==> config.mk <==
export PLATFORM = sky130hd
export DESIGN_NAME = apm_monitor_ctrl
export DESIGN_NICKNAME = d
export VERILOG_FILES = /design/src/hw/apm_pkg.sv /design/src/hw/apm_event_counter.sv /design/src/hw/apm_monitor_ctrl.sv
export SDC_FILE = /design/constraint.sdc
export NUM_CORES = 1
export LEC_CHECK = 0
export BUFFER_PORTS_ARGS = -buffer_cell sky130_fd_sc_hd__buf_2
export CORE_UTILIZATION = 60
export DETAILED_ROUTE_END_ITERATION = 16
export GPL_TIMING_DRIVEN = 0
export PLACE_DENSITY_LB_ADDON = 0.15
export SETUP_SLACK_MARGIN = 0.15
export SLEW_MARGIN = 0
export SYNTH_ARGS = -nofsm -noshare
export SYNTH_HDL_FRONTEND = slang
export SYNTH_HIERARCHICAL = 1
export SYNTH_SLANG_ARGS = --single-unit
==> constraint.sdc <==
create_clock -name clk -period 4.4 [get_ports clk]
set_clock_uncertainty 0.15 [all_clocks]
set_input_delay 1.1 -clock clk [delete_from_list [all_inputs] [get_ports clk]]
set_output_delay 1.1 -clock clk [all_outputs]
set_load 0.05 [all_outputs]
==> src/hw/apm_pkg.sv <==
package apm_pkg;

    // ----------------------------------------------------------------
    // register offsets (byte addresses)
    // ----------------------------------------------------------------
    localparam logic [7:0] APM_OFF_CTRL   = 8'h00; // axi_monitor_control
    localparam logic [7:0] APM_OFF_THR    = 8'h04; // axi_monitor_latency_threshold
    localparam logic [7:0] APM_OFF_FILT   = 8'h08; // axi_monitor_filter_irq
    localparam logic [7:0] APM_OFF_MAXLAT = 8'h30; // largest read latency
    localparam logic [7:0] APM_OFF_OVERCT = 8'h38; // reads over the limit
    localparam logic [7:0] APM_OFF_RDCNT  = 8'h3c; // counted reads
    localparam logic [7:0] APM_OFF_WRCNT  = 8'h40; // counted writes
    localparam logic [7:0] APM_OFF_STAT   = 8'h48; // sticky event status
    localparam logic [7:0] APM_OFF_MASK   = 8'h4c; // event mask

    // ----------------------------------------------------------------
    // field positions
    // ----------------------------------------------------------------
    localparam int APM_WE_LSB      = 16; // write-enable half
    localparam int APM_B_RUN       = 0;  // monitor_run
    localparam int APM_B_WIPE      = 1;  // counter_wipe
    localparam int APM_B_MODE      = 2;  // count_mode_select
    localparam int APM_B_WRAP      = 3;  // wrap_test_select
    localparam int APM_B_RDFILT    = 4;  // read_id_filter_on
    localparam int APM_B_WRFILT    = 5;  // write_id_filter_on
    localparam int APM_LATID_LSB   = 8;  // latency_id_select 13:8
    localparam int APM_B_LATRANGE  = 15; // latency_id_range_on
    localparam int APM_WRID_LSB    = 8;  // write_id_match 12:8
    localparam int APM_B_IRQALLOW  = 14; // irq_allow
    localparam int APM_B_IRQWIPE   = 15; // irq_flag_wipe, self-clearing
    localparam int APM_ST_OVER     = 0;  // a read went over the limit
    localparam int APM_ST_WRAPPED  = 1;  // a counter rolled over

    // ----------------------------------------------------------------
    // writable-bit masks and reset values
    // ----------------------------------------------------------------
    localparam logic [15:0] APM_CTRL_WMASK = 16'hbfff; // bit 14 reserved
    localparam logic [15:0] APM_THR_WMASK  = 16'h0fff; // 15:12 reserved
    localparam logic [15:0] APM_FILT_WMASK = 16'h5f3f; // 15 is a pulse
    localparam logic [15:0] APM_CTRL_RST   = 16'h0000;
    localparam logic [15:0] APM_THR_RST    = 16'h0000;
    localparam logic [15:0] APM_FILT_RST   = 16'h0000;
    localparam logic [1:0]  APM_EVT_RST    = 2'h0;

    // ----------------------------------------------------------------
    // axi constants and widths
    // ----------------------------------------------------------------
    localparam logic [1:0] APM_BURST_WRAP = 2'h2;
    localparam int APM_LAT_W  = 13; // latency measurement width
    localparam int APM_LIM_W  = 12; // read_latency_limit width
    localparam int APM_RID_W  = 6;
    localparam int APM_WID_W  = 5;

    // address channel observation
    typedef struct packed {
        logic       valid;
        logic       ready;
        logic [5:0] id;
        logic [7:0] len;
        logic [1:0] burst;
    } apm_addr_obs_t;

    // read data channel observation
    typedef struct packed {
        logic       valid;
        logic       ready;
        logic       last;
        logic [5:0] id;
    } apm_rdata_obs_t;

endpackage

==> src/hw/apm_event_counter.sv <==
`timescale 1ns/1ns
`default_nettype none
// ------------------------------------------------------------------
// wrapping event counter with hold-at-zero clear
// ------------------------------------------------------------------
module apm_event_counter #(
    parameter int W   = 32,
    parameter int STEP_W = 9
) (
    input  wire logic              clk,
    input  wire logic              rst_b,
    input  wire logic              wipe,     // holds count at zero
    input  wire logic              inc,      // add step this cycle
    input  wire logic [STEP_W-1:0] step,     // amount to add
    output logic      [W-1:0]      count,    // running total
    output logic                   wrapped   // pulse on roll-over
);
    logic [W:0]   sum;       // one bit wider to see the carry
    logic [W-1:0] count_reg;
    logic [W-1:0] count_next;
    logic         wrap_reg;
    logic         wrap_next;

    // next value: wipe dominates so software sees a clean zero
    always_comb begin
        sum        = {1'b0, count_reg} + {{(W+1-STEP_W){1'b0}}, step};
        count_next = count_reg;
        wrap_next  = 1'b0;
        if (wipe) begin
            count_next = '0;
        end else if (inc) begin
            count_next = sum[W-1:0];
            wrap_next  = sum[W];
        end
    end

    // register stage
    always_ff @(posedge clk) begin
        if (!rst_b) begin
            count_reg <= '0;
            wrap_reg  <= 1'b0;
        end else begin
            count_reg <= count_next;
            wrap_reg  <= wrap_next;
        end
    end

    assign count   = count_reg;
    assign wrapped = wrap_reg;
endmodule
`default_nettype wire

==> src/hw/apm_monitor_ctrl.sv <==
// The APB slave port is this design's own decision.
`timescale 1ns/1ns
`default_nettype none
// Functional notes
// - upper half write-enables matching lower bit
// - mode bit picks transactions or beats
// - wrap bit counts only wrapping bursts
// - read filter restricts reads to match ID
// - write filter restricts writes to match ID
// - write ID match at bits 12:8
// - read ID match at bits 5:0
// - 12-bit latency limit, 15:12 read zero
// - latency ID restriction enable and select
// - 32-bit count of over-limit reads
// - 13-bit maximum read latency, resets zero
module apm_monitor_ctrl
    import apm_pkg::*;
#(
    parameter int CNT_W = 32 // result counter width
) (
    input  wire logic           clk,
    input  wire logic           rst_b,
    // apb slave
    input  wire logic           psel,
    input  wire logic           penable,
    input  wire logic           pwrite,
    input  wire logic [7:0]     paddr,
    input  wire logic [31:0]    pwdata,
    output logic      [31:0]    prdata,
    output logic                pready,
    output logic                pslverr,
    // observed axi channels
    input  wire apm_addr_obs_t  arObs,
    input  wire apm_rdata_obs_t rObs,
    input  wire apm_addr_obs_t  awObs,
    // interrupt level
    output logic                irq
);
    // ----------------------------------------------------------------
    // apb decode
    // ----------------------------------------------------------------
    logic        setupPh;      // first cycle of a transfer
    logic        wrTake;       // write lands at this edge
    logic        mapped;       // address hits a register
    logic [31:0] rdMux;        // read data before the flop
    logic [31:0] prdata_reg;
    logic [31:0] prdata_next;
    logic        pready_reg;
    logic        pready_next;
    logic        pslverr_reg;
    logic        pslverr_next;

    assign setupPh = psel && !penable;
    assign wrTake  = psel && penable && pready_reg && pwrite && !pslverr_reg;

    // ----------------------------------------------------------------
    // control registers
    // ----------------------------------------------------------------
    logic [15:0] ctrl_reg, ctrl_next;  // axi_monitor_control
    logic [15:0] thr_reg,  thr_next;   // axi_monitor_latency_threshold
    logic [15:0] filt_reg, filt_next;  // axi_monitor_filter_irq
    logic [1:0]  stat_reg, stat_next;  // sticky events
    logic [1:0]  mask_reg, mask_next;  // event mask
    logic        irqWipe;              // irq_flag_wipe pulse
    logic        irq_reg,  irq_next;

    // masked write: bit n moves only when bit n+16 is set
    function automatic logic [15:0] apm_merge(input logic [15:0] old,
                                              input logic [31:0] wd,
                                              input logic [15:0] keep);
        logic [15:0] en;
        en = wd[31:APM_WE_LSB] & keep;
        return (old & ~en) | (wd[15:0] & en);
    endfunction

    // field views
    logic                 monitorRun, counterWipe, countModeSelect, wrapTestSelect;
    logic                 readIdFilterOn, writeIdFilterOn, latencyIdRangeOn, irqAllow;
    logic [APM_RID_W-1:0] latencyIdSelect, readIdMatch;
    logic [APM_WID_W-1:0] writeIdMatch;
    logic [APM_LIM_W-1:0] readLatencyLimit;

    assign monitorRun       = ctrl_reg[APM_B_RUN];
    assign counterWipe      = ctrl_reg[APM_B_WIPE];
    assign countModeSelect  = ctrl_reg[APM_B_MODE];
    assign wrapTestSelect   = ctrl_reg[APM_B_WRAP];
    assign readIdFilterOn   = ctrl_reg[APM_B_RDFILT];
    assign writeIdFilterOn  = ctrl_reg[APM_B_WRFILT];
    assign latencyIdRangeOn = ctrl_reg[APM_B_LATRANGE];
    assign latencyIdSelect  = ctrl_reg[APM_LATID_LSB +: APM_RID_W];
    assign readLatencyLimit = thr_reg[APM_LIM_W-1:0];
    assign readIdMatch      = filt_reg[APM_RID_W-1:0];
    assign writeIdMatch     = filt_reg[APM_WRID_LSB +: APM_WID_W];
    assign irqAllow         = filt_reg[APM_B_IRQALLOW];

    // ----------------------------------------------------------------
    // transaction qualification
    // ----------------------------------------------------------------
    logic       arHs, awHs, rHs;   // handshakes
    logic       rdQual, wrQual;    // counted this cycle
    logic [8:0] rdStep, wrStep;    // amount to add

    assign arHs = arObs.valid && arObs.ready;
    assign awHs = awObs.valid && awObs.ready;
    assign rHs  = rObs.valid && rObs.ready;

    // qualifiers: run, id filter, wrap test
    always_comb begin
        rdQual = monitorRun && arHs && (!readIdFilterOn || arObs.id == readIdMatch);
        wrQual = monitorRun && awHs &&
                 (!writeIdFilterOn || awObs.id[APM_WID_W-1:0] == writeIdMatch);
        // wrap test keeps wrapping bursts only
        if (wrapTestSelect) begin
            rdQual = rdQual && arObs.burst == APM_BURST_WRAP;
            wrQual = wrQual && awObs.burst == APM_BURST_WRAP;
        end
        // beats per burst or one per transaction
        rdStep = countModeSelect ? {1'b0, arObs.len} + 9'h001 : 9'h001;
        wrStep = countModeSelect ? {1'b0, awObs.len} + 9'h001 : 9'h001;
    end

    // ----------------------------------------------------------------
    // read latency tracker
    // ----------------------------------------------------------------
    typedef enum logic [0:0] {APM_LAT_IDLE, APM_LAT_TRACK} apm_lat_state_t;
    apm_lat_state_t       lat_reg,    lat_next;
    logic [APM_LAT_W-1:0] latCnt_reg, latCnt_next;  // saturating cycles
    logic [APM_RID_W-1:0] latId_reg,  latId_next;   // id being timed
    logic [APM_LAT_W-1:0] max_reg,    max_next;     // largest seen
    logic                 overEvt;                  // read over limit
    logic                 latDone;                  // tracked read ended

    // one read timed at a time; others pass unseen to keep area small
    always_comb begin
        lat_next    = lat_reg;
        latCnt_next = latCnt_reg;
        latId_next  = latId_reg;
        max_next    = max_reg;
        overEvt     = 1'b0;
        latDone     = 1'b0;
        case (lat_reg)
            APM_LAT_IDLE: begin
                // optional restriction to one read id
                if (monitorRun && !counterWipe && arHs &&
                    (!latencyIdRangeOn || arObs.id == latencyIdSelect)) begin
                    lat_next    = APM_LAT_TRACK;
                    latCnt_next = {{(APM_LAT_W-1){1'b0}}, 1'b1};
                    latId_next  = arObs.id;
                end
            end
            APM_LAT_TRACK: begin
                if (latCnt_reg != '1) begin
                    latCnt_next = latCnt_reg + {{(APM_LAT_W-1){1'b0}}, 1'b1};
                end
                if (rHs && rObs.last && rObs.id == latId_reg) begin
                    latDone  = 1'b1;
                    lat_next = APM_LAT_IDLE;
                    overEvt  = latCnt_reg > {1'b0, readLatencyLimit};
                    if (latCnt_reg > max_reg) begin
                        max_next = latCnt_reg;
                    end
                end
            end
            default: lat_next = APM_LAT_IDLE;
        endcase
        // wipe forces results and tracker back to zero
        if (counterWipe) begin
            lat_next = APM_LAT_IDLE;
            max_next = '0;
        end
    end

    always_ff @(posedge clk) begin
        if (!rst_b) begin
            lat_reg    <= APM_LAT_IDLE;
            latCnt_reg <= '0;
            latId_reg  <= '0;
            max_reg    <= '0;
        end else begin
            lat_reg    <= lat_next;
            latCnt_reg <= latCnt_next;
            latId_reg  <= latId_next;
            max_reg    <= max_next;
        end
    end

    // ----------------------------------------------------------------
    // result counters
    // ----------------------------------------------------------------
    logic [CNT_W-1:0] rdCount, wrCount, overCount;
    logic             rdWrap, wrWrap, overWrap;

    // wipe holds, run gates via the qualifiers
    apm_event_counter #(.W(CNT_W), .STEP_W(9)) uRdCnt (
        .clk(clk), .rst_b(rst_b), .wipe(counterWipe), .inc(rdQual),
        .step(rdStep), .count(rdCount), .wrapped(rdWrap));
    apm_event_counter #(.W(CNT_W), .STEP_W(9)) uWrCnt (
        .clk(clk), .rst_b(rst_b), .wipe(counterWipe), .inc(wrQual),
        .step(wrStep), .count(wrCount), .wrapped(wrWrap));
    apm_event_counter #(.W(CNT_W), .STEP_W(9)) uOverCnt (
        .clk(clk), .rst_b(rst_b), .wipe(counterWipe), .inc(overEvt),
        .step(9'h001), .count(overCount), .wrapped(overWrap));

    // ----------------------------------------------------------------
    // register writes, status and interrupt
    // ----------------------------------------------------------------
    always_comb begin
        ctrl_next = ctrl_reg;
        thr_next  = thr_reg;
        filt_next = filt_reg;
        mask_next = mask_reg;
        irqWipe   = 1'b0;
        stat_next = stat_reg;
        if (wrTake) begin
            // per-bit write enable from the upper half for ctrl, thr and filt; stat clears the bits set in pwdata[1:0], mask takes pwdata[1:0]
            case (paddr)
                APM_OFF_CTRL: ctrl_next = apm_merge(ctrl_reg, pwdata, APM_CTRL_WMASK);
                APM_OFF_THR:  thr_next  = apm_merge(thr_reg, pwdata, APM_THR_WMASK);
                APM_OFF_FILT: begin
                    filt_next = apm_merge(filt_reg, pwdata, APM_FILT_WMASK);
                    irqWipe = pwdata[APM_B_IRQWIPE] && pwdata[APM_WE_LSB + APM_B_IRQWIPE];
                end
                APM_OFF_STAT: stat_next = stat_reg & ~pwdata[1:0];
                APM_OFF_MASK: mask_next = pwdata[1:0];
                default:      stat_next = stat_reg;
            endcase
        end
        if (irqWipe) begin
            stat_next = '0;
        end
        // new events win over any clear in the same cycle
        stat_next[APM_ST_OVER]    = stat_next[APM_ST_OVER] | overEvt;
        stat_next[APM_ST_WRAPPED] = stat_next[APM_ST_WRAPPED] | rdWrap | wrWrap | overWrap;
        // irq gated by enable and mask
        irq_next = irqAllow && |(stat_next & mask_next);
    end

    always_ff @(posedge clk) begin
        if (!rst_b) begin
            ctrl_reg <= APM_CTRL_RST;
            thr_reg  <= APM_THR_RST;
            filt_reg <= APM_FILT_RST;
            stat_reg <= APM_EVT_RST;
            mask_reg <= APM_EVT_RST;
            irq_reg  <= 1'b0;
        end else begin
            ctrl_reg <= ctrl_next;
            thr_reg  <= thr_next;
            filt_reg <= filt_next;
            stat_reg <= stat_next;
            mask_reg <= mask_next;
            irq_reg  <= irq_next;
        end
    end

    // ----------------------------------------------------------------
    // apb read path: answer is ready in the first access cycle
    // ----------------------------------------------------------------
    always_comb begin
        mapped = 1'b1;
        rdMux  = 32'h0000_0000;
        case (paddr)
            APM_OFF_CTRL:   rdMux = {16'h0000, ctrl_reg};
            APM_OFF_THR:    rdMux = {16'h0000, thr_reg};
            APM_OFF_FILT:   rdMux = {16'h0000, filt_reg};
            APM_OFF_MAXLAT: rdMux = {{(32-APM_LAT_W){1'b0}}, max_reg};
            APM_OFF_OVERCT: rdMux = overCount;
            APM_OFF_RDCNT:  rdMux = rdCount;
            APM_OFF_WRCNT:  rdMux = wrCount;
            APM_OFF_STAT:   rdMux = {30'h0000_0000, stat_reg};
            APM_OFF_MASK:   rdMux = {30'h0000_0000, mask_reg};
            default:        mapped = 1'b0;
        endcase
        prdata_next  = setupPh && !pwrite && mapped ? rdMux : 32'h0000_0000;
        pready_next  = setupPh;
        pslverr_next = setupPh && !mapped;
    end

    always_ff @(posedge clk) begin
        if (!rst_b) begin
            prdata_reg  <= 32'h0000_0000;
            pready_reg  <= 1'b0;
            pslverr_reg <= 1'b0;
        end else begin
            prdata_reg  <= prdata_next;
            pready_reg  <= pready_next;
            pslverr_reg <= pslverr_next;
        end
    end

    assign prdata  = prdata_reg;
    assign pready  = pready_reg;
    assign pslverr = pslverr_reg;
    assign irq     = irq_reg;
endmodule
`default_nettype wire

# [Word level (Yosys, flattened, before mapping)]
# Cells that the tools add are included.
[word_totals] regBits=219 in_bits=90 elab_cells=138
[classes] addsub=6 n_lt_le_gt_ge=2 eq_ne=17 n_mux=21 bitwise=24 n_reduce_logical=49
[op_table] cell="$pmux W32 S9" n=1
[op_table] cell="$add A32 B9 Y33" n=2
[op_table] cell="$and A16 B16 Y16" n=4
[op_table] cell="$or A16 B16 Y16" n=3
[op_table] cell="$add A32 B1 Y33 const B" n=1
[op_table] cell="$mux W13" n=2
[op_table] cell="$pmux W13 S2" n=1
[op_table] cell="$eq A8 B6 Y1 const B" n=3
[op_table] cell="$eq A8 B7 Y1 const B" n=3
[op_table] cell="$logic_and A1 B1 Y1" n=24
[op_table] cell="$add A8 B1 Y9 const B" n=2
[op_table] cell="$eq A6 B6 Y1" n=3
[op_table] cell="$mux W9" n=2
[op_table] cell="$and A16 B12 Y16" n=1
[op_table] cell="$and A16 B15 Y16" n=1
[op_table] cell="$not A12 Y16" n=1
[op_table] cell="$not A15 Y16" n=1
[op_table] cell="$not A16 Y16" n=1
[op_table] cell="$add A13 B1 Y13 const B" n=1
[op_table] cell="$gt A13 B12 Y1" n=1
[op_table] cell="$gt A13 B13 Y1" n=1
[op_table] cell="$ne A13 B13 Y1 const B" n=1
[op_table] cell="$reduce_and A2 Y1" n=6
[op_table] cell="$mux W2" n=5
[op_table] cell="other kinds (19)" n=48

# [Depth between registers and ports, before layout]
[logic_depth] ltp_word=12 ltp_mapped=14

# [Hierarchy]
# Netlist, hierarchy kept.
[modules_own_cells] mod="apm_monitor_ctrl" n_inst=1 cells_per_inst=733 area_per_inst_um2=6228.5
[modules_own_cells] mod="apm_event_counter (uOverCnt)" n_inst=1 cells_per_inst=217 area_per_inst_um2=1916.8
[modules_own_cells] mod="apm_event_counter (uWrCnt)" n_inst=1 cells_per_inst=225 area_per_inst_um2=1911.8
[modules_own_cells] mod="apm_event_counter (uRdCnt)" n_inst=1 cells_per_inst=224 area_per_inst_um2=1896.8

# [Worst setup path after synthesis]
# No wires, ideal clock.
[synth_path] path_kind="in2reg" start="input port arObs[2] (netlist bit)" end="register uRdCnt.count_reg[16] (netlist: uRdCnt/count[16])" setup_ps=128 t_arrival_ps=3155 required_time_ps=4122 slack_ps=968 stages=11 n_path_buf=1 path_cell_list="ha_1 nand3_1 xnor2_1 and2_1 ha_1 a21o_1 a221o_1 a22oi_2 buf_6 xor2_1 nor2_1"
[synth_via] elab_chain_cells=3
[synth_rtl] item="start, declared" line_no="apm_monitor_ctrl.sv:33" rtl="input wire apm_addr_obs_t arObs,"
[synth_rtl] item="$add A8 B1 Y9" line_no="apm_monitor_ctrl.sv:118" rtl="rdStep = countModeSelect ? {1'b0, arObs.len} + 9'h001 : 9'h001;"
[synth_rtl] item="$mux W9" line_no="apm_monitor_ctrl.sv:118"
[synth_rtl] item="named net rdStep[4]" line_no="apm_monitor_ctrl.sv:101" rtl="logic [8:0] rdStep, wrStep;"
[synth_rtl] item="$add A32 B9 Y33" line_no="apm_event_counter.sv:26" rtl="sum = {1'b0, count_reg} + {{(W+1-STEP_W){1'b0}}, step};"
[synth_rtl] item="end signal, assigned" line_no="apm_event_counter.sv:43" rtl="count_reg <= count_next;"
[synth_rtl] item="end, declared" line_no="apm_event_counter.sv:19" rtl="logic [W-1:0] count_reg;"
# The timed path passes the listed nets, and every way through them passes these cells.
# A chain may end at the register's enable or synchronous reset.

# [Worst setup path after layout]
[layout_path] start="input port arObs[12] (netlist bit)" end="register uRdCnt.count_reg[18] (netlist: uRdCnt/count[18])"
[layout_via] elab_chain_cells=5
[layout_rtl] item="$eq A6 B6 Y1 *" line_no="apm_monitor_ctrl.sv:109" rtl="rdQual = monitorRun && arHs && (!readIdFilterOn || arObs.id == readIdMatch);"
[layout_rtl] item="$logic_or A1 B1 Y1 *" line_no="apm_monitor_ctrl.sv:109"
[layout_rtl] item="$logic_and A1 B1 Y1 *" line_no="apm_monitor_ctrl.sv:109"
[layout_rtl] item="$logic_and A1 B1 Y1" line_no="apm_monitor_ctrl.sv:114" rtl="rdQual = rdQual && arObs.burst == APM_BURST_WRAP;"
[layout_rtl] item="$mux W1 *" line_no="apm_monitor_ctrl.sv:113" rtl="if (wrapTestSelect) begin"
[layout_rtl] item="named net rdQual" line_no="apm_monitor_ctrl.sv:100" rtl="logic rdQual, wrQual;"
# The timed path passes the listed nets; every way through them passes the cells marked *.

==> metrics.txt <==
largest net degree at the start of global routing 14; CTS resizes 0; Yosys warning total 6; run status completed; Reg-to-Reg End uOverCnt/count[27]; GR peak layer met2; Hold Path Class flop to flop; sequential share of the synthesized area 35.2%; TritonCTS clock tree yes; Post-Syn Area 0.0120 mm²; DIE AREA 0.0205 mm²; Crit Path Max Fanout 10; Max stage delay on crit path 0.59 ns; core area 0.0195 mm²; GR Overflow Total 0; Clk Latency, worst-skew pair 0.51 ns; count of cell types in the netlist 76; Final Critical Period 3.69 ns; complex-gate fraction of the synthesized area 21.9%; Sink Count 210; Initial DRC Count 1404; Rel. slew slack 23.2%; period utilization 83.8%; final core occ 70.1%; GRT Total Usage 36.4%; CTS Root Cell clkbuf_16; Vias/cell 6.37; Critical Path Source Type primary input; Pwr Density 293 mW/mm²; Pleak 5.15 nW; Async SR Flop Fraction 0%; achievable frequency 0.271 GHz; clock transition at the registers of the reported paths 0.07 ns; RSZ-0062 raised after global routing no; total power 0.00401 W; Synth Register Bits 210; setup tns final 0 ns; post-synthesis mux area share 5.70%; worst path cell trace buf_2, xor2_1, nor4_1, nand3_1, a221oi_1, buf_4, nand4_2, nor2_1, a22oi_2, buf_6, or3_1, a21oi_1; Final Slew Violations 0; Bufs on Longest Clock Path 3; Post-DRT Antenna Nets 0; num ports 125; main combinational cell family by area after synthesis simple AND/OR/NAND/NOR gates; worst-path cell with the longest stage delay a221oi_1; worst hold path depth 2; grt met3 use 5.90%; initial core utilization 61.2%; grt met1 use 48.0%; # setup viols final 0; first-pass GRT wire length 57700 µm; Synth Area in Adders 6.26%; M2 GR Usage 59.2%; r2r worst-path depth 12; Post-synth EDFFs 0; simple-gate share of the synthesized area 23.5%; WP data arrival 3.97 ns; Worst EP required 4.69 ns; final net count 1702; input/output buffers 122; wire length per cell 20.1 µm; kind of cell adding the most delay to the critical path simple AND/OR/NAND/NOR gates; initial antenna violation count 0; H-tree levels 1; Detailed Place HPWL 27900 µm; Max VDD drop 0.251 mV; GPL Wtd Cong 0.956; synthesized instance count 1399; Post-Route WL 36800 µm; syn_area_per_cell 8.54 µm²; area grow syn2layout 14.5%; Main synth FF type dfxtp_1; critical setup path kind primary input to flop; CP endpoint kind flop; CP bufs+invs 3; layout cells sized above 1 13.2%; Die Height 143 µm; total CTS buffers 23; count of hold buffers inserted by post-cts repair 0; vias in the first global route 10800; Max-Cap Viols 0; Initial DRT Pass Iterations 6; final hold vios 0; cell row count 51; post-CTS setup buffers 0; flop-to-flop setup slack 0.85 ns; vias 11700; DRC viols 0; measured slew at the worst slew-check pin 1.14 ns; Die Wd 143 µm; xor/xnor share of the synthesized area 3.37%
==> metrics by stage <==
step / instances / setup slack (ns) / area (µm²) / hold slack, ns
floorplan: 1407 / 0.968 / 12000 / 0.275
CTS: 1833 / 0.810 / 13700 / 0.323
detailed placement: 1794 / 0.310 / 12900 / 0.314
global route: 1833 / 0.637 / 13700 / 0.337
finish: 1834 / 0.713 / 13700 / 0.324
global placement: 1794 / 0.392 / 12900 / 0.304
==> cell usage after synthesis (16+ instances only) <==
cell type | number | area [µm²]
dfxtp_1 | 210 | 4200
nand2_1 | 133 | 499
a21oi_1 | 113 | 566
nand3_1 | 82 | 410
o21ai_0 | 71 | 355
nor2_1 | 68 | 255
mux2i_1 | 67 | 671
ha_1 | 55 | 688
clkbuf_1 | 44 | 165
or3_1 | 41 | 257
nor2b_1 | 40 | 250
inv_1 | 38 | 143
a22oi_1 | 36 | 270
nand2b_1 | 32 | 200
a21o_1 | 25 | 188
xor2_1 | 25 | 219
a21boi_0 | 24 | 180
a222oi_1 | 24 | 240
nand4_1 | 24 | 150
xnor2_1 | 21 | 184
a2111o_1 | 17 | 191
and3_1 | 16 | 100
==> where the power goes <==
group / internal, W / switching (W)
combinational: 0.0000657 / 0.000112
clock: 0.00115 / 0.000776
sequential: 0.00190 / 0.000000627
total: 0.00312 / 0.000888
==> tightest hold or removal path, cell delays in order (launching register included) <==
cell and delay [ns]:
dfxtp_1 0.31, nand2_1 0.05, a21boi_0 0.06
==> worst max-delay path by stage <==
stage / startpoint / end / slack [ns] / cells after the start
4_1_cts: arObs[12] / uRdCnt/count[18] / 0.81 / 12
2_1_floorplan: arObs[2] / uRdCnt/count[16] / 0.97 / 11
3_3_place_gp: arObs[12] / uRdCnt/count[18] / 0.39 / 12
5_1_grt: arObs[12] / uRdCnt/count[27] / 0.64 / 12
6_report: arObs[12] / uRdCnt/count[18] / 0.71 / 12
3_5_place_dp: arObs[12] / uRdCnt/count[18] / 0.31 / 12
==> cell type report <==
| cell class | count | area [µm²] |
|---|---|---|
| clock inverter | 4 | 53.8 |
| buffer | 68 | 342 |
| fill | 1627 | 5840 |
| clock buffer | 35 | 701 |
| antenna | 1 | 2.50 |
| sequential | 210 | 4200 |
| tap | 265 | 332 |
| inverter | 38 | 143 |
| timing repair buffer | 122 | 611 |
| multi-input combinational | 1091 | 7300 |
==> kinds of logic after synthesis <==
kind of cell	Yosys count
xor gates and xnor gates	46
muxes	68
adders and majority gates	58
other	2
DFF	210
buffers and inverters	106
AOI/OAI and AO/OA	390
and+or+nand+nor	519
==> cells in the final DEF, fill, tap and decap left out, types with 14 or more instances in the layout <==
master / instances
xnor2_1: 21
ha_1: 55
xor2_1: 25
a2111o_1: 17
clkbuf_1: 48
a21o_1: 25
clkbuf_16: 23
mux2i_1: 67
nor2b_1: 40
inv_1: 38
o21ai_0: 71
a21oi_1: 113
a31oi_1: 14
or3_1: 41
nor2_1: 68
dfxtp_1: 210
and2_1: 14
and3_1: 16
a22oi_1: 36
a222oi_1: 24
buf_2: 128
nand2b_1: 32
nand3_1: 82
nand2_1: 133
a21boi_0: 24
nand4_1: 24
==> layer usage <==
layer	up-vias	wire length (µm)
met3	105	3420
met1	5564	14900
li1	5478	-
met2	541	16900
met4	0	1500
met5	-	0
No activity file was read; power rests on OpenSTA's default activity.
